===== src/hdl/hss_pkg.sv =====
// Shared constants and types of the hot-swap sequencer.
package hss_pkg;

   // ------------------------------------------------------------
   // Clock and timing
   // ------------------------------------------------------------
   localparam int CLK_HZ          = 40_000_000;
   localparam int OFF_FILTER_MS   = 10;
   localparam int START_DELAY_MS  = 150;
   localparam int FAST_OFF_US     = 4;
   // Least times round up; these divide exactly at 40 MHz.
   localparam int OFF_FILTER_CYC  = OFF_FILTER_MS * (CLK_HZ / 1000);
   localparam int START_DELAY_CYC = START_DELAY_MS * (CLK_HZ / 1000);
   // Longest time, rounded down; the turn-off path is far shorter.
   localparam int FAST_OFF_CYC    = FAST_OFF_US * (CLK_HZ / 1_000_000);

   // ------------------------------------------------------------
   // Register map (byte addresses)
   // ------------------------------------------------------------
   localparam logic [3:0]  CTRL_OFS      = 4'h0;
   localparam logic [3:0]  STAT_OFS      = 4'h4;
   localparam int          CTRL_SWEN_BIT = 0;
   localparam logic        CTRL_SWEN_RST = 1'b1;
   localparam int          STAT_STATE_LSB   = 0;
   localparam int          STAT_GATE_BIT    = 2;
   localparam int          STAT_GOOD_BIT    = 3;
   localparam int          STAT_LATCH_BIT   = 4;
   localparam int          STAT_THERM_BIT   = 5;
   localparam int          STAT_UV_BIT      = 6;
   localparam int          STAT_ENLOW_BIT   = 7;
   localparam int          STAT_PIN_BIT     = 8;

   // ------------------------------------------------------------
   // Types
   // ------------------------------------------------------------
   typedef enum logic [1:0] {
      HSS_POL_LATCHED = 2'h0,
      HSS_POL_RETRY   = 2'h1,
      HSS_POL_NONE    = 2'h2
   } hss_policy_e;

   typedef enum logic [1:0] {
      HSS_ST_OFF   = 2'h0,
      HSS_ST_START = 2'h1,
      HSS_ST_RAMP  = 2'h3,
      HSS_ST_ON    = 2'h2
   } hss_state_e;

endpackage


===== src/hdl/hss_sequencer.sv =====
// Hot-swap sequencer: start delay, filtered and fast shutdowns, power-good.
//
// Operation
// - Enable low for 10 ms switches off.
// - Latched trip cleared by 10 ms enable low.
// - Wait 150 ms before starting gate ramp.
// - Same delay used for automatic restart.
// - Trip or overtemperature turns off unfiltered.
// - Undervoltage must last 10 ms to shut down.
// - Over 125 degrees turns the switch off.
// - Thermal fault restarts below 110 degrees.
// - Breaker builds: good needs enhancement, low drop.
// - No-breaker build: good needs enhancement only.
// - Good drops fast on trip or overheat.
// - Good drops after 10 ms lockout or enable.
// - Build option picks power-good polarity.
// - Drop compared only while fully enhanced.
// - No-breaker build never trips on drop.
// - Retry restarts after 150 ms clean conditions.
// - Power cycle also clears latched trip.
`timescale 1ns/10ps
`default_nettype none
module hss_sequencer
   import hss_pkg::*;
#(
   parameter hss_policy_e POLICY         = HSS_POL_LATCHED,
   parameter bit          GOOD_ACTIVE_LO = 1'b1,
   parameter int          OFF_FILT_CYC   = OFF_FILTER_CYC,
   parameter int          START_CYC      = START_DELAY_CYC
) (
   input  wire logic        clk_sys,
   input  wire logic        rst_b,
   // Avalon-MM slave.
   input  wire logic [3:0]  avs_address,
   input  wire logic        avs_read,
   input  wire logic        avs_write,
   input  wire logic [31:0] avs_writedata,
   input  wire logic [3:0]  avs_byteenable,
   output logic      [31:0] avs_readdata,
   output logic             avs_waitrequest,
   // Pins and analog comparators, all asynchronous.
   input  wire logic        enable_pin,
   input  wire logic        undervolt_pin,
   input  wire logic        temp_hot_pin,
   input  wire logic        temp_cool_pin,
   input  wire logic        full_enh_pin,
   input  wire logic        drop_over_pin,
   // Gate ramp request to the analog driver.
   output logic             gate_on,
   // Open-drain power-good pin.
   input  wire logic        power_ok_in,
   output logic             power_ok_out,
   output logic             power_ok_oe_b
);

   // ------------------------------------------------------------
   // Input synchronisers and filters
   // ------------------------------------------------------------
   localparam int NSYNC = 7;
   localparam int SC_W  = $clog2(START_CYC + 1);
   localparam logic [SC_W-1:0] START_TERM = SC_W'(START_CYC - 1);
   localparam bit BREAKER_EN = (POLICY != HSS_POL_NONE);

   logic [NSYNC-1:0] pins_raw;
   logic [NSYNC-1:0] pins_s;
   logic             en_s;
   logic             uv_s;
   logic             hot_s;
   logic             cool_s;
   logic             enh_s;
   logic             drop_s;
   logic             pin_s;
   logic             en_low_filt;
   logic             uv_filt;

   assign pins_raw = {power_ok_in, drop_over_pin, full_enh_pin, temp_cool_pin,
                      temp_hot_pin, undervolt_pin, enable_pin};

   // Every comparator and pin passes two flops before use.
   hss_sync #(
      .W (NSYNC)
   ) u_sync (
      .clk_sys (clk_sys),
      .rst_b   (rst_b),
      .d       (pins_raw),
      .q       (pins_s)
   );

   assign en_s   = pins_s[0];
   assign uv_s   = pins_s[1];
   assign hot_s  = pins_s[2];
   assign cool_s = pins_s[3];
   assign enh_s  = pins_s[4];
   assign drop_s = pins_s[5];
   assign pin_s  = pins_s[6];

   // Enable low must persist before it counts.
   hss_persist #(
      .CYCLES (OFF_FILT_CYC)
   ) u_en_filt (
      .clk_sys (clk_sys),
      .rst_b   (rst_b),
      .lvl     (!en_s),
      .held    (en_low_filt)
   );

   // Undervoltage must persist before it counts.
   hss_persist #(
      .CYCLES (OFF_FILT_CYC)
   ) u_uv_filt (
      .clk_sys (clk_sys),
      .rst_b   (rst_b),
      .lvl     (uv_s),
      .held    (uv_filt)
   );

   // ------------------------------------------------------------
   // Register file
   // ------------------------------------------------------------
   logic        ack_reg;
   logic        swen_reg;
   logic [31:0] rdata_next;
   logic [31:0] stat_word;
   hss_state_e  state_reg;
   hss_state_e  state_next;
   logic        latch_reg;
   logic        therm_reg;
   logic        good_reg;

   // One wait state per access keeps read data registered.
   assign avs_waitrequest = (avs_read || avs_write) && !ack_reg;

   always_ff @(posedge clk_sys or negedge rst_b) begin
      if (!rst_b) begin
         ack_reg <= 1'b0;
      end else begin
         ack_reg <= (avs_read || avs_write) && !ack_reg;
      end
   end

   // Software enable acts as an extra hold-off beside the pin.
   always_ff @(posedge clk_sys or negedge rst_b) begin
      if (!rst_b) begin
         swen_reg <= CTRL_SWEN_RST;
      end else if (avs_write && ack_reg && avs_address == CTRL_OFS && avs_byteenable[0]) begin
         swen_reg <= avs_writedata[CTRL_SWEN_BIT];
      end
   end

   // Status word mirrors the live state of the block.
   always_comb begin
      stat_word = '0;
      stat_word[STAT_STATE_LSB +: 2] = state_reg;
      stat_word[STAT_GATE_BIT]       = gate_on;
      stat_word[STAT_GOOD_BIT]       = good_reg;
      stat_word[STAT_LATCH_BIT]      = latch_reg;
      stat_word[STAT_THERM_BIT]      = therm_reg;
      stat_word[STAT_UV_BIT]         = uv_filt;
      stat_word[STAT_ENLOW_BIT]      = en_low_filt;
      stat_word[STAT_PIN_BIT]        = pin_s;
   end

   // Unmapped addresses read as zero and ignore writes.
   always_comb begin
      unique case (avs_address)
         CTRL_OFS: rdata_next = {31'h0000_0000, swen_reg};
         STAT_OFS: rdata_next = stat_word;
         default:  rdata_next = 32'h0000_0000;
      endcase
   end

   always_ff @(posedge clk_sys or negedge rst_b) begin
      if (!rst_b) begin
         avs_readdata <= 32'h0000_0000;
      end else if (avs_read && !ack_reg) begin
         avs_readdata <= rdata_next;
      end
   end

   // ------------------------------------------------------------
   // Fault tracking
   // ------------------------------------------------------------
   logic en_low_d_reg;
   logic en_release;
   logic trip;
   logic start_ok;
   logic on_now;

   assign on_now = (state_reg == HSS_ST_RAMP) || (state_reg == HSS_ST_ON);

   // Breaker looks at the drop only once the switch is fully enhanced.
   assign trip = BREAKER_EN && on_now && enh_s && drop_s;

   always_ff @(posedge clk_sys or negedge rst_b) begin
      if (!rst_b) begin
         en_low_d_reg <= 1'b0;
      end else begin
         en_low_d_reg <= en_low_filt;
      end
   end

   // A filtered low followed by release re-arms a latched breaker.
   assign en_release = en_low_d_reg && !en_low_filt;

   // Reset on power-up clears the latch; a new trip beats a clear.
   always_ff @(posedge clk_sys or negedge rst_b) begin
      if (!rst_b) begin
         latch_reg <= 1'b0;
      end else if (trip && POLICY == HSS_POL_LATCHED) begin
         latch_reg <= 1'b1;
      end else if (en_release) begin
         latch_reg <= 1'b0;
      end
   end

   // Thermal shutdown with hysteresis between the two comparators.
   always_ff @(posedge clk_sys or negedge rst_b) begin
      if (!rst_b) begin
         therm_reg <= 1'b0;
      end else if (hot_s) begin
         therm_reg <= 1'b1;
      end else if (cool_s) begin
         therm_reg <= 1'b0;
      end
   end

   // Start conditions; hot_s is included so the set cycle already blocks.
   assign start_ok = !uv_filt && !en_low_filt && !therm_reg && !hot_s
                     && swen_reg && !latch_reg;

   // ------------------------------------------------------------
   // Start delay counter
   // ------------------------------------------------------------
   logic [SC_W-1:0] start_cnt_reg;
   logic            start_done;

   assign start_done = (start_cnt_reg == START_TERM);

   // Counts only in the start state; any break restarts the full delay.
   always_ff @(posedge clk_sys or negedge rst_b) begin
      if (!rst_b) begin
         start_cnt_reg <= '0;
      end else if (state_reg != HSS_ST_START || !start_ok) begin
         start_cnt_reg <= '0;
      end else if (!start_done) begin
         start_cnt_reg <= start_cnt_reg + 1'b1;
      end
   end

   // ------------------------------------------------------------
   // Sequencer state machine
   // ------------------------------------------------------------
   always_comb begin
      state_next = state_reg;
      unique case (state_reg)
         HSS_ST_OFF: begin
            if (start_ok) begin
               state_next = HSS_ST_START;
            end
         end
         HSS_ST_START: begin
            // Power-up, release and retry all share this one delay.
            if (!start_ok) begin
               state_next = HSS_ST_OFF;
            end else if (start_done) begin
               state_next = HSS_ST_RAMP;
            end
         end
         HSS_ST_RAMP, HSS_ST_ON: begin
            if (trip || hot_s) begin
               state_next = HSS_ST_OFF;
            end else if (uv_filt || en_low_filt || !swen_reg) begin
               state_next = HSS_ST_OFF;
            end else if (enh_s) begin
               state_next = HSS_ST_ON;
            end else begin
               state_next = HSS_ST_RAMP;
            end
         end
      endcase
   end

   always_ff @(posedge clk_sys or negedge rst_b) begin
      if (!rst_b) begin
         state_reg <= HSS_ST_OFF;
      end else begin
         state_reg <= state_next;
      end
   end

   // Gate follows the next state so shutdown costs one edge only.
   always_ff @(posedge clk_sys or negedge rst_b) begin
      if (!rst_b) begin
         gate_on <= 1'b0;
      end else begin
         gate_on <= (state_next == HSS_ST_RAMP) || (state_next == HSS_ST_ON);
      end
   end

   // ------------------------------------------------------------
   // Power-good
   // ------------------------------------------------------------
   // The ON state already requires enhancement and, with a breaker,
   // a drop below threshold, since a high drop trips out of it.
   always_ff @(posedge clk_sys or negedge rst_b) begin
      if (!rst_b) begin
         good_reg <= 1'b0;
      end else begin
         good_reg <= (state_next == HSS_ST_ON);
      end
   end

   // Open-drain pin: the output level is always low; the enable decides.
   // Active-low builds pull down when good; active-high builds when not.
   assign power_ok_out  = 1'b0;
   assign power_ok_oe_b = GOOD_ACTIVE_LO ? !good_reg : good_reg;

endmodule
`default_nettype wire


===== src/hdl/hss_sync.sv =====
// Two-flop synchroniser for a vector of asynchronous pins.
`timescale 1ns/10ps
`default_nettype none
module hss_sync #(
   parameter int W = 1
) (
   input  wire logic         clk_sys,
   input  wire logic         rst_b,
   input  wire logic [W-1:0] d,
   output logic      [W-1:0] q
);

   // ------------------------------------------------------------
   // Synchroniser stages
   // ------------------------------------------------------------
   logic [W-1:0] meta_reg;

   // The first stage feeds only the second, so a metastable value never spreads.
   always_ff @(posedge clk_sys or negedge rst_b) begin
      if (!rst_b) begin
         meta_reg <= '0;
         q        <= '0;
      end else begin
         meta_reg <= d;
         q        <= meta_reg;
      end
   end

endmodule
`default_nettype wire


===== src/hdl/hss_persist.sv =====
// Persistence filter: flags a level that has held for a set number of cycles.
`timescale 1ns/10ps
`default_nettype none
module hss_persist #(
   parameter int CYCLES = 400_000
) (
   input  wire logic clk_sys,
   input  wire logic rst_b,
   input  wire logic lvl,
   output logic      held
);

   // ------------------------------------------------------------
   // Counter
   // ------------------------------------------------------------
   localparam int CW = $clog2(CYCLES + 1);
   localparam logic [CW-1:0] TERM = CW'(CYCLES - 1);

   logic [CW-1:0] cnt_reg;

   // Any drop of the level restarts the count, so short pulses are ignored.
   always_ff @(posedge clk_sys or negedge rst_b) begin
      if (!rst_b) begin
         cnt_reg <= '0;
      end else if (!lvl) begin
         cnt_reg <= '0;
      end else if (cnt_reg != TERM) begin
         cnt_reg <= cnt_reg + 1'b1;
      end
   end

   // Flag rises the cycle after the level has been seen CYCLES times.
   always_ff @(posedge clk_sys or negedge rst_b) begin
      if (!rst_b) begin
         held <= 1'b0;
      end else begin
         held <= lvl && (cnt_reg == TERM);
      end
   end

endmodule
`default_nettype wire


===== config.mk =====
export PLATFORM = sky130hd
export DESIGN_NAME = hss_sequencer
export DESIGN_NICKNAME = d
export VERILOG_FILES = /design/src/hdl/hss_pkg.sv /design/src/hdl/hss_sequencer.sv /design/src/hdl/hss_sync.sv /design/src/hdl/hss_persist.sv
export SDC_FILE = /design/constraint.sdc
export NUM_CORES = 1
export LEC_CHECK = 0
export BUFFER_PORTS_ARGS = -buffer_cell sky130_fd_sc_hd__buf_2
export CAP_MARGIN = 20
export CORE_ASPECT_RATIO = 0.8
export CORE_MARGIN = 4
export CORE_UTILIZATION = 50
export DETAILED_ROUTE_END_ITERATION = 10
export HOLD_SLACK_MARGIN = 0.08
export PLACE_DENSITY = 0.75
export SYNTH_ARGS = -nofsm -noshare
export SYNTH_HDL_FRONTEND = slang
export SYNTH_HIERARCHICAL = 1
export SYNTH_SLANG_ARGS = --single-unit

===== constraint.sdc =====
create_clock -name clk_sys -period 1.75 [get_ports clk_sys]
set_input_delay 0.175 -clock clk_sys [delete_from_list [all_inputs] [get_ports clk_sys]]
set_output_delay 0.175 -clock clk_sys [all_outputs]
set_load 0.01 [all_outputs]

==> results of run 1 <==
power by group through the flow:
stage                     clock network [mW]  registers (mW)  logic [mW]
after global routing                    2.23            2.28       0.260
after detailed placement                   0            2.31       0.201
after CTS                               2.13            2.27       0.223
after global placement                     0            2.31       0.197
after floorplan                            0            2.30       0.130
final                                   2.08            2.27       0.229
synth_stat cells, drive strengths merged (4+ instances only):
| cell | instances |
|---|---|
| buf | 27 |
| or4 | 15 |
| and2 | 9 |
| a2111o | 4 |
| a211oi | 5 |
| o31ai | 14 |
| ha | 5 |
| inv | 13 |
| o21ai | 23 |
| nand3 | 21 |
| nor4b | 4 |
| mux2i | 6 |
| or3 | 9 |
| dfrtp | 94 |
| a21oi | 29 |
| and4 | 7 |
| nor3 | 10 |
| a31oi | 10 |
| xnor2 | 8 |
| nor4 | 5 |
| and3 | 11 |
| clkbuf | 9 |
| nand4 | 19 |
| nand2 | 39 |
| nand2b | 4 |
| a22o | 8 |
| nor2 | 27 |
| xor2 | 6 |
| or4b | 4 |
per-layer routing:
layer  global-route usage [%]  part of all wire, %  vias up
met4                     5.31                 0.89        0
met5                        0                    0        -
met1                     26.7                   44     1914
li1                         -                    -     1842
met3                     5.32                  5.4       11
met2                     32.0                   49      107
cells in the final DEF (no fill, tap or decap), drive strengths merged, types with 5 or more instances in the layout:
cell         Yosys  layout
nand2           39      39
nand4           19      19
xor2             6       6
a22o             8       8
or3              9       9
dlygate4sd3      0       9
and4             7       7
xnor2            8       8
and2             9       9
conb             1      24
a31oi           10      10
nand3           21      21
o21ai           23      23
dfrtp           94      94
a211oi           5       5
nor3            10      10
ha               5       5
clkbuf           9       9
a21oi           29      29
nor2            27      27
and3            11      11
inv             13      16
o31ai           14      14
nor4             5       5
buf             27      77
mux2i            6       6
or4             15      15
layout make-up:
class	count	area, um^2
fill	716	3340
sequential	95	2380
multi-input combinational	343	2230
timing repair buffer	86	638
clock buffer	9	225
tap	115	144
clock inverter	7	100
inverter	13	48.8
path summary, 6_finish.rpt:
kind / from / to / slack [ns] / cells after the start
worst max register to register: start_cnt_reg[1] / start_cnt_reg[14] / -0.1 / 6
max in group asynchronous: rst_b / swen_reg / 0.80 / 3
worst min register to register: u_sync/meta_reg[3] / u_sync/q[3] / 0.35 / 0
worst min-delay path: avs_read / ack_reg / 0.1 / 3
worst max-delay path: start_cnt_reg[1] / start_cnt_reg[14] / -0.1 / 6
min in group asynchronous: rst_b / gate_on / 0.37 / 2
critical path, stage by stage (launching register included):
cell and delay (ns):
dfrtp_1 0.39, ha_4 0.16, nand4_4 0.07, or4_4 0.48
buf_6 0.15, or3_1 0.37, a21oi_1 0.15
cells by family (layout without fill, tap and decap cells):
| family | count (synthesis) | after routing | share of synthesized area [%] |
|---|---|---|---|
| AO/OA/AOI/OAI | 102 | 102 | 14.1 |
| AND/OR/NAND/NOR | 191 | 191 | 23.7 |
| multiplexers | 7 | 7 | 1.52 |
| other | 1 | 24 | 0.0799 |
| XOR/XNOR | 14 | 14 | 2.61 |
| adder cells (fa/ha/maj) | 5 | 5 | 1.33 |
| flip-flops | 95 | 95 | 50.7 |
| buffers and inverters | 49 | 115 | 6.02 |
timing repair:
action	CTS	global route
cloned	0	1
endpoints found under the setup margin	15	36
buffers inserted	3	4
pin swaps	4	6
resized for setup	13	21
hold buffers	9	0
hold endpoints to repair	45	0
==> summary.md, run 1 <==
| Metric | Value |
|---|---|
| Outcome | `finished with violations` |
| Failing checks | `setup timing` |
| Worst slack, placed | `-0.128 ns` |
| Int Pwr | `3.48 mW` |
| Final Instance Area | `5770 um^2` |
| Die height | `94.7 um` |
| Post-synthesis cell area | `4700 um^2` |
| Critical Path RT | `2.03 ns` |
| Setup crit start kind | `flop` |
| Core Area | `9110 um^2` |
| Seq pwr share | `49.6%` |
| Final Setup Violations | `8` |
| Seq/Total Area, Yosys | `50.7%` |
| Gpl congestion | `0.829` |
| Row cnt | `31` |
| Root cell of the clock tree | `clkbuf_16` |
| Min Hold Slack | `0.0980 ns` |
| Die area | `11000 um^2` |
| Largest net degree at the start of global routing | `42` |
| Crit end category | `flop` |
| Pwr Total | `4.57 mW` |
| RSZ-0062 raised after global routing | `yes` |
| DRT antenna net count | `0` |
| Clock power frac | `45.4%` |
| Synth cell types | `54` |
| Initial antenna violation count | `0` |
| DR WL/cell | `15.6 um` |
| P_sw | `1.10 mW` |
| Clock period minus final worst setup slack | `1.85 ns` |
| Pwr Density | `792 nW/um^2` |
| Ratio of cells with drive above 1 in the final layout | `24.4%` |
| Sw Share | `24.0%` |
| Worst Skew | `0.00874 ns` |
| Nets@finish | `604` |
| Placed cells | `635` |
| Drt drc | `0` |
| Pre-antenna DRT Iters | `4` |
| Worst Max-Slew Pin Slew | `0.570 ns` |
| Synth Area per Inst | `10.1 um^2` |
| Critical path type | `flop to flop` |
| Leakage | `2.51 nW` |
| Synthesis-to-finish area growth | `22.9%` |
| Min-Delay Path Class | `input pin to flop` |
| Crit path DAT | `2.12 ns` |
| CTS tree | `built` |
| Final Hold Fails | `0` |
| Die span in x | `116 um` |
| Largest register FFs | `23` |
| Reg clk slew, reported paths | `0.07 ns` |
| Placed Area | `5170 um^2` |
| Remaining Overflow, GRT | `0` |
| Initial Utilization | `51.5%` |
| DR iter-0 viols | `267` |
| Ranking of synthesized cells by area | `dfrtp_1 50%, buf_4 3.8%, a21oi_1 3.1%` |
| Setup TNS | `-0.342 ns` |
| Area leader, netlist | `dfrtp_1` |
| Max cap viols | `0` |
| Boundary Pins | `87` |
| CTS Buf Count | `9` |
| Worst-Skew Late Latency | `0.35 ns` |
| Pins over their slew limit | `0` |
| Max Freq | `541 MHz` |
| Clock tree buffer depth | `2` |
| Logic pwr share | `5.0%` |
| Primary FF master, synth | `dfrtp_1` |
| Port Buffers | `28` |
| DR vias | `3874` |
| Number of H-tree levels | `3` |
| Final Util | `63.3%` |
| Detailed Place HPWL | `7020 um` |
| Vias in the first global route | `3686` |
| Post-synth top area share | `50.1%` |
| Final period utilization | `106%` |
| Antenna cells | `0` |
| Vias per cell | `5.80` |
| Normalized max-slew margin | `62.0%` |
| Final wirelength | `10400 um` |
| Asr flop ratio synth | `100%` |
| Ys Warns | `6` |
| Synth Register Bits | `95` |
| Cell count after synthesis | `464` |
| Final Non-Filler Cells | `668` |
| Max VDD drop | `830 uV` |
| Final WS setup | `-0.0970 ns` |
| Gr usage total | `19.9%` |
| Clock sink count | `95` |
| First-pass GRT wire length | `17200 um` |
| Number of flops mapped to enable cells by yosys | `0` |
| CP Max Fanout | `6` |
Note: power is estimated with default switching activity, not from simulation.
==> run 2: changes to the inputs <==
--- a/config.mk
+++ b/config.mk
@@ -7,3 +7,2 @@
 export LEC_CHECK = 0
-export BUFFER_PORTS_ARGS = -buffer_cell sky130_fd_sc_hd__buf_2
 export CAP_MARGIN = 20
@@ -13,4 +12,5 @@
 export DETAILED_ROUTE_END_ITERATION = 10
+export DONT_BUFFER_PORTS = 1
 export HOLD_SLACK_MARGIN = 0.08
-export PLACE_DENSITY = 0.75
+export PLACE_DENSITY = 0.67
 export SYNTH_ARGS = -nofsm -noshare
--- a/constraint.sdc
+++ b/constraint.sdc
@@ -3,2 +3,2 @@
 set_output_delay 0.175 -clock clk_sys [all_outputs]
-set_load 0.01 [all_outputs]
+set_load 0.02 [all_outputs]
==> summary.md, run 2 (synthesized netlist as in run 1, its figures left out) <==
| Metric | Value |
|---|---|
| Reg clk slew, reported paths | `0.07 ns` |
| Vias per cell | `5.86` |
| Max cap viols | `0` |
| Vias in the first global route | `3541` |
| Most frequent cells in the layout | `90 x dfrtp_1, 42 x buf_4, 36 x nand2_1, 26 x nor2_1` |
| Ratio of cells with drive above 1 in the final layout | `21.6%` |
| Synthesis-to-finish area growth | `20.6%` |
| Pwr Total | `4.46 mW` |
| Critical path's largest stage delay | `0.59 ns` |
| Initial antenna violation count | `0` |
| Crit path DAT | `2.18 ns` |
| Core Area | `9110 um^2` |
| Setup crit start kind | `flop` |
| Clock period minus final worst setup slack | `1.91 ns` |
| Final wirelength | `10400 um` |
| Leakage | `2.39 nW` |
| Commonest non-fill, non-tap cell in the layout | `dfrtp_1` |
| Worst Max-Slew Pin Slew | `0.559 ns` |
| Port Buffers | `0` |
| Boundary Pins | `87` |
| Pre-antenna DRT Iters | `4` |
| Max Freq | `524 MHz` |
| Final Instance Area | `5660 um^2` |
| Max VDD drop | `741 uV` |
| Antenna cells | `0` |
| Final Hold Fails | `95` |
| M2 GR Usage | `29.0%` |
| Critical Path RT | `2.02 ns` |
| Global route hottest layer | `met2` |
| Final WS setup | `-0.159 ns` |
| CTS tree | `built` |
| Row cnt | `31` |
| Largest net degree at the start of global routing | `96` |
| CTS Buf Count | `9` |
| Normalized max-slew margin | `62.7%` |
| First-pass GRT wire length | `16900 um` |
| Gr usage total | `19.4%` |
| Die area | `11000 um^2` |
| DRT antenna net count | `0` |
| Outcome | `finished with violations` |
| Clock tree buffer depth | `2` |
| Crit end category | `flop` |
| Final period utilization | `109%` |
| Min-Delay Path Class | `input pin to asynchronous set/reset pin` |
| RSZ-0062 raised after global routing | `yes` |
| Remaining Overflow, GRT | `0` |
| Die span in x | `116 um` |
| Min Hold Slack | `-0.475 ns` |
| Final Setup Violations | `9` |
| Slowest-stage cell, CP | `or4_4` |
| CP Max Fanout | `6` |
| Failing checks | `hold timing, setup timing` |
| Placed Area | `5040 um^2` |
| Pwr Density | `787 nW/um^2` |
| Worst Skew | `0.00582 ns` |
| Pins over their slew limit | `0` |
| Initial Utilization | `51.5%` |
| Critical path type | `flop to flop` |
| Root cell of the clock tree | `clkbuf_16` |
| DR vias | `3768` |
| FILL cells | `742` |
| DR iter-0 viols | `273` |
| Clock sink count | `95` |
| Worst path cell trace | `ha_4 > nand4_4 > or4_4 > buf_6 > or3_4 > a21oi_2` |
| Met1 Track Usage GR | `28.2%` |
| Worst-Skew Late Latency | `0.34 ns` |
| Detailed Place HPWL | `6920 um` |
| Gpl congestion | `0.828` |
| Nets@finish | `579` |
| Largest register FFs | `23` |
| Number of H-tree levels | `3` |
| Drt drc | `0` |
| DR WL/cell | `16.1 um` |
| Met3 Usage GRT | `5.51%` |
| Die height | `94.7 um` |
==> run 2: worst paths after layout <==
check | from | end | slack, ns | depth (start not counted)
max in group asynchronous | rst_b | swen_reg | 2.02 | 0
min in group clk_sys | avs_write | ack_reg | 0.12 | 2
worst min-delay path | rst_b | u_en_filt/cnt_reg[6] | -0.48 | 0
worst max-delay path | start_cnt_reg[0] | start_cnt_reg[16] | -0.16 | 6
worst max register to register | start_cnt_reg[0] | start_cnt_reg[16] | -0.16 | 6
worst min register to register | u_sync/meta_reg[5] | u_sync/q[5] | 0.35 | 0
==> run 2: area by class of cell <==
class / count / area (um^2) / area share (%)
Sequential cell: 95 / 2380 / 42.1
Multi-Input combinational cell: 343 / 2270 / 40.0
Timing Repair Buffer: 61 / 517 / 9.13
Clock buffer: 11 / 243 / 4.29
Tap cell: 115 / 144 / 2.54
Clock inverter: 5 / 61.3 / 1.08
Inverter: 13 / 48.8 / 0.862
==> run 2: what timing repair did <==
item,4_1_cts,5_1_grt
setup endpoints to repair,14,37
setup buffers,0,4
pin swaps,5,9
hold buffers,11,1
gates resized for setup,3,38
cloned,0,1
endpoints found under the hold margin,104,96
==> run 2: report_power, final <==
group	switching (mW)	internal [mW]	total, mW
combinational	0.109	0.0608	0.170
sequential	0.0375	2.24	2.27
clock	0.851	1.16	2.01
total	0.998	3.46	4.46
==> run 2: critical path: cells and delay by family, from the launching register on <==
| family | cells | cell delay [ns] |
|---|---|---|
| AND/OR/NAND/NOR | 3 | 0.99 |
| flip-flops | 1 | 0.39 |
| adder cells (fa/ha/maj) | 1 | 0.18 |
| buffers and inverters | 1 | 0.15 |
| AO/OA/AOI/OAI | 1 | 0.12 |
==> run 2: routing by layer <==
layer / vias up / part of all wire (%)
met3: 7 / 6.3
met5: - / 0
met1: 1859 / 47
met2: 106 / 46
li1: 1796 / -
met4: 0 / 0.90
==> run 2: metrics by stage <==
stage / TNS [ns] / cells / hold slack (ns) / worst slack (ns) / utilization (%)
after global placement: -0.264 / 610 / -0.116 / -0.0678 / 55.3
after floorplan: -0.860 / 487 / -0.121 / -0.160 / -
after detailed placement: -0.553 / 610 / -0.117 / -0.0831 / 55.3
final: -0.751 / 643 / -0.475 / -0.159 / 62.1
after CTS: -0.475 / 637 / -0.487 / -0.118 / 59.9
after global routing: -1.54 / 643 / -0.497 / -0.203 / 62.1
==> run 3: changes to the inputs <==
Settings changed: TNS_END_PERCENT from default to 1.
==> summary.md, run 3 (synthesized netlist as in run 1, its figures left out) <==
| Metric | Value |
|---|---|
| Clock tree buffer depth | `2` |
| Final Setup Violations | `9` |
| FILL cells | `735` |
| DR WL/cell | `15.9 um` |
| Number of H-tree levels | `3` |
| Critical Path RT | `2.01 ns` |
| Worst Skew | `0.00891 ns` |
| DR iter-0 viols | `261` |
| Final WS setup | `-0.0821 ns` |
| Most frequent cells in the layout | `91 x dfrtp_1, 41 x buf_4, 36 x nand2_1, 28 x a21oi_1, 26 x nor2_1` |
| Critical path type | `flop to flop` |
| Crit end category | `flop` |
| CP Max Fanout | `6` |
| Boundary Pins | `87` |
| Largest net degree at the start of global routing | `96` |
| Row cnt | `31` |
| Nets@finish | `571` |
| Ratio of cells with drive above 1 in the final layout | `17.7%` |
| Port Buffers | `0` |
| Terminus of the critical flop-to-flop path | `start_cnt_reg[20]` |
| Pwr Total | `4.34 mW` |
| Initial antenna violation count | `0` |
| Pre-antenna DRT Iters | `4` |
| Met3 Usage GRT | `5.06%` |
| Hold buffers post-CTS | `10` |
| Clock sink count | `95` |
| Commonest non-fill, non-tap cell in the layout | `dfrtp_1` |
| Final Util | `60.3%` |
| Min-Delay Path Class | `input pin to asynchronous set/reset pin` |
| Vias in the first global route | `3484` |
| DRT antenna net count | `0` |
| Pins over their slew limit | `0` |
| Worst Max-Slew Pin Slew | `0.535 ns` |
| CP bufs+invs | `0` |
| M2 GR Usage | `29.4%` |
| Max VDD drop | `850 uV` |
| Clock period minus final worst setup slack | `1.83 ns` |
| Setup crit start kind | `flop` |
| Detailed Place HPWL | `7020 um` |
| Normalized max-slew margin | `64.3%` |
| R2R depth | `5` |
| FF-to-FF setup slack | `-0.08 ns` |
| Drt drc | `0` |
| Slowest-stage cell, CP | `or4_1` |
| Worst path cell trace | `ha_4 > nand4_4 > or4_4 > or4_1 > a21oi_1` |
| DR vias | `3716` |
| Die span in x | `116 um` |
| Vias per cell | `5.85` |
| Crit path DAT | `2.09 ns` |
| Failing checks | `hold timing, setup timing` |
| Reg clk slew, reported paths | `0.07 ns` |
| CTS tree | `built` |
| Critical path's largest stage delay | `0.49 ns` |
| Die area | `11000 um^2` |
| Min Hold Slack | `-0.473 ns` |
| Outcome | `finished with violations` |
| Core Area | `9110 um^2` |
| Max Freq | `546 MHz` |
| Worst-Skew Late Latency | `0.34 ns` |
| Remaining Overflow, GRT | `0` |
| Gpl congestion | `0.829` |
| CTS Buf Count | `9` |
| Crit. path cell count | `5` |
| Reg2Reg Launch Point | `start_cnt_reg[1]` |
| RSZ-0062 raised after global routing | `yes` |
| Initial Utilization | `51.5%` |
| Setup TNS | `-0.392 ns` |
| Final period utilization | `105%` |
| Leakage | `2.32 nW` |
| First-pass GRT wire length | `17100 um` |
| Gr usage total | `19.5%` |
| Pwr Density | `789 nW/um^2` |
| Final wirelength | `10100 um` |
| Root cell of the clock tree | `clkbuf_16` |
| Antenna cells | `0` |
| Die height | `94.7 um` |
| Final Hold Fails | `95` |
| Largest register FFs | `23` |
| Global route hottest layer | `met2` |
| Met1 Track Usage GR | `28.4%` |
| Family with the most delay on the worst path | `simple AND/OR/NAND/NOR gates` |
| Max cap viols | `0` |
| Synthesis-to-finish area growth | `17.0%` |
run 3: worst max path at each step:
| stage | slack [ns] | from | end |
|---|---|---|---|
| 5_1_grt | -0.17 | start_cnt_reg[1] | start_cnt_reg[16] |
| 4_1_cts | -0.08 | start_cnt_reg[1] | start_cnt_reg[20] |
| 3_3_place_gp | -0.08 | start_cnt_reg[1] | start_cnt_reg[20] |
| 6_report | -0.08 | start_cnt_reg[1] | start_cnt_reg[20] |
| 3_5_place_dp | -0.10 | start_cnt_reg[1] | start_cnt_reg[20] |
| 2_1_floorplan | -0.16 | swen_reg | start_cnt_reg[7] |
run 3: where the power goes:
group	internal (mW)	switching [mW]
Sequential	2.24	0.0348
Clock	1.03	0.867
Combinational	0.0563	0.108
Total	3.33	1.01
run 3: layer usage:
metal	vias to the layer above	routed length, um
met3	10	631
met2	106	4480
met5	-	0
met1	1820	4930
met4	0	77
li1	1780	-
run 3: metrics by stage:
| stage | instance area (um^2) | std cells | setup slack [ns] |
|---|---|---|---|
| final | 5490 | 635 | -0.0821 |
| after CTS | 5450 | 635 | -0.0841 |
| after floorplan | 4800 | 487 | -0.160 |
| after detailed placement | 5030 | 609 | -0.104 |
| after global routing | 5490 | 635 | -0.172 |
| after global placement | 5030 | 609 | -0.0822 |
run 3: cell type report:
class | count | area, um^2 | share of cell area [%]
sequential | 95 | 2380 | 43.4
inverter | 13 | 48.8 | 0.888
clock inverter | 5 | 47.5 | 0.865
clock buffer | 11 | 243 | 4.42
timing repair buffer | 53 | 439 | 7.99
tap | 115 | 144 | 2.62
multi-input combinational | 343 | 2190 | 39.9
run 3: timing repair:
item	in CTS	in global routing
hold endpoints to repair	104	95
resized for setup	6	12
setup buffers	0	0
setup endpoints to repair	19	36
pin swaps	5	0
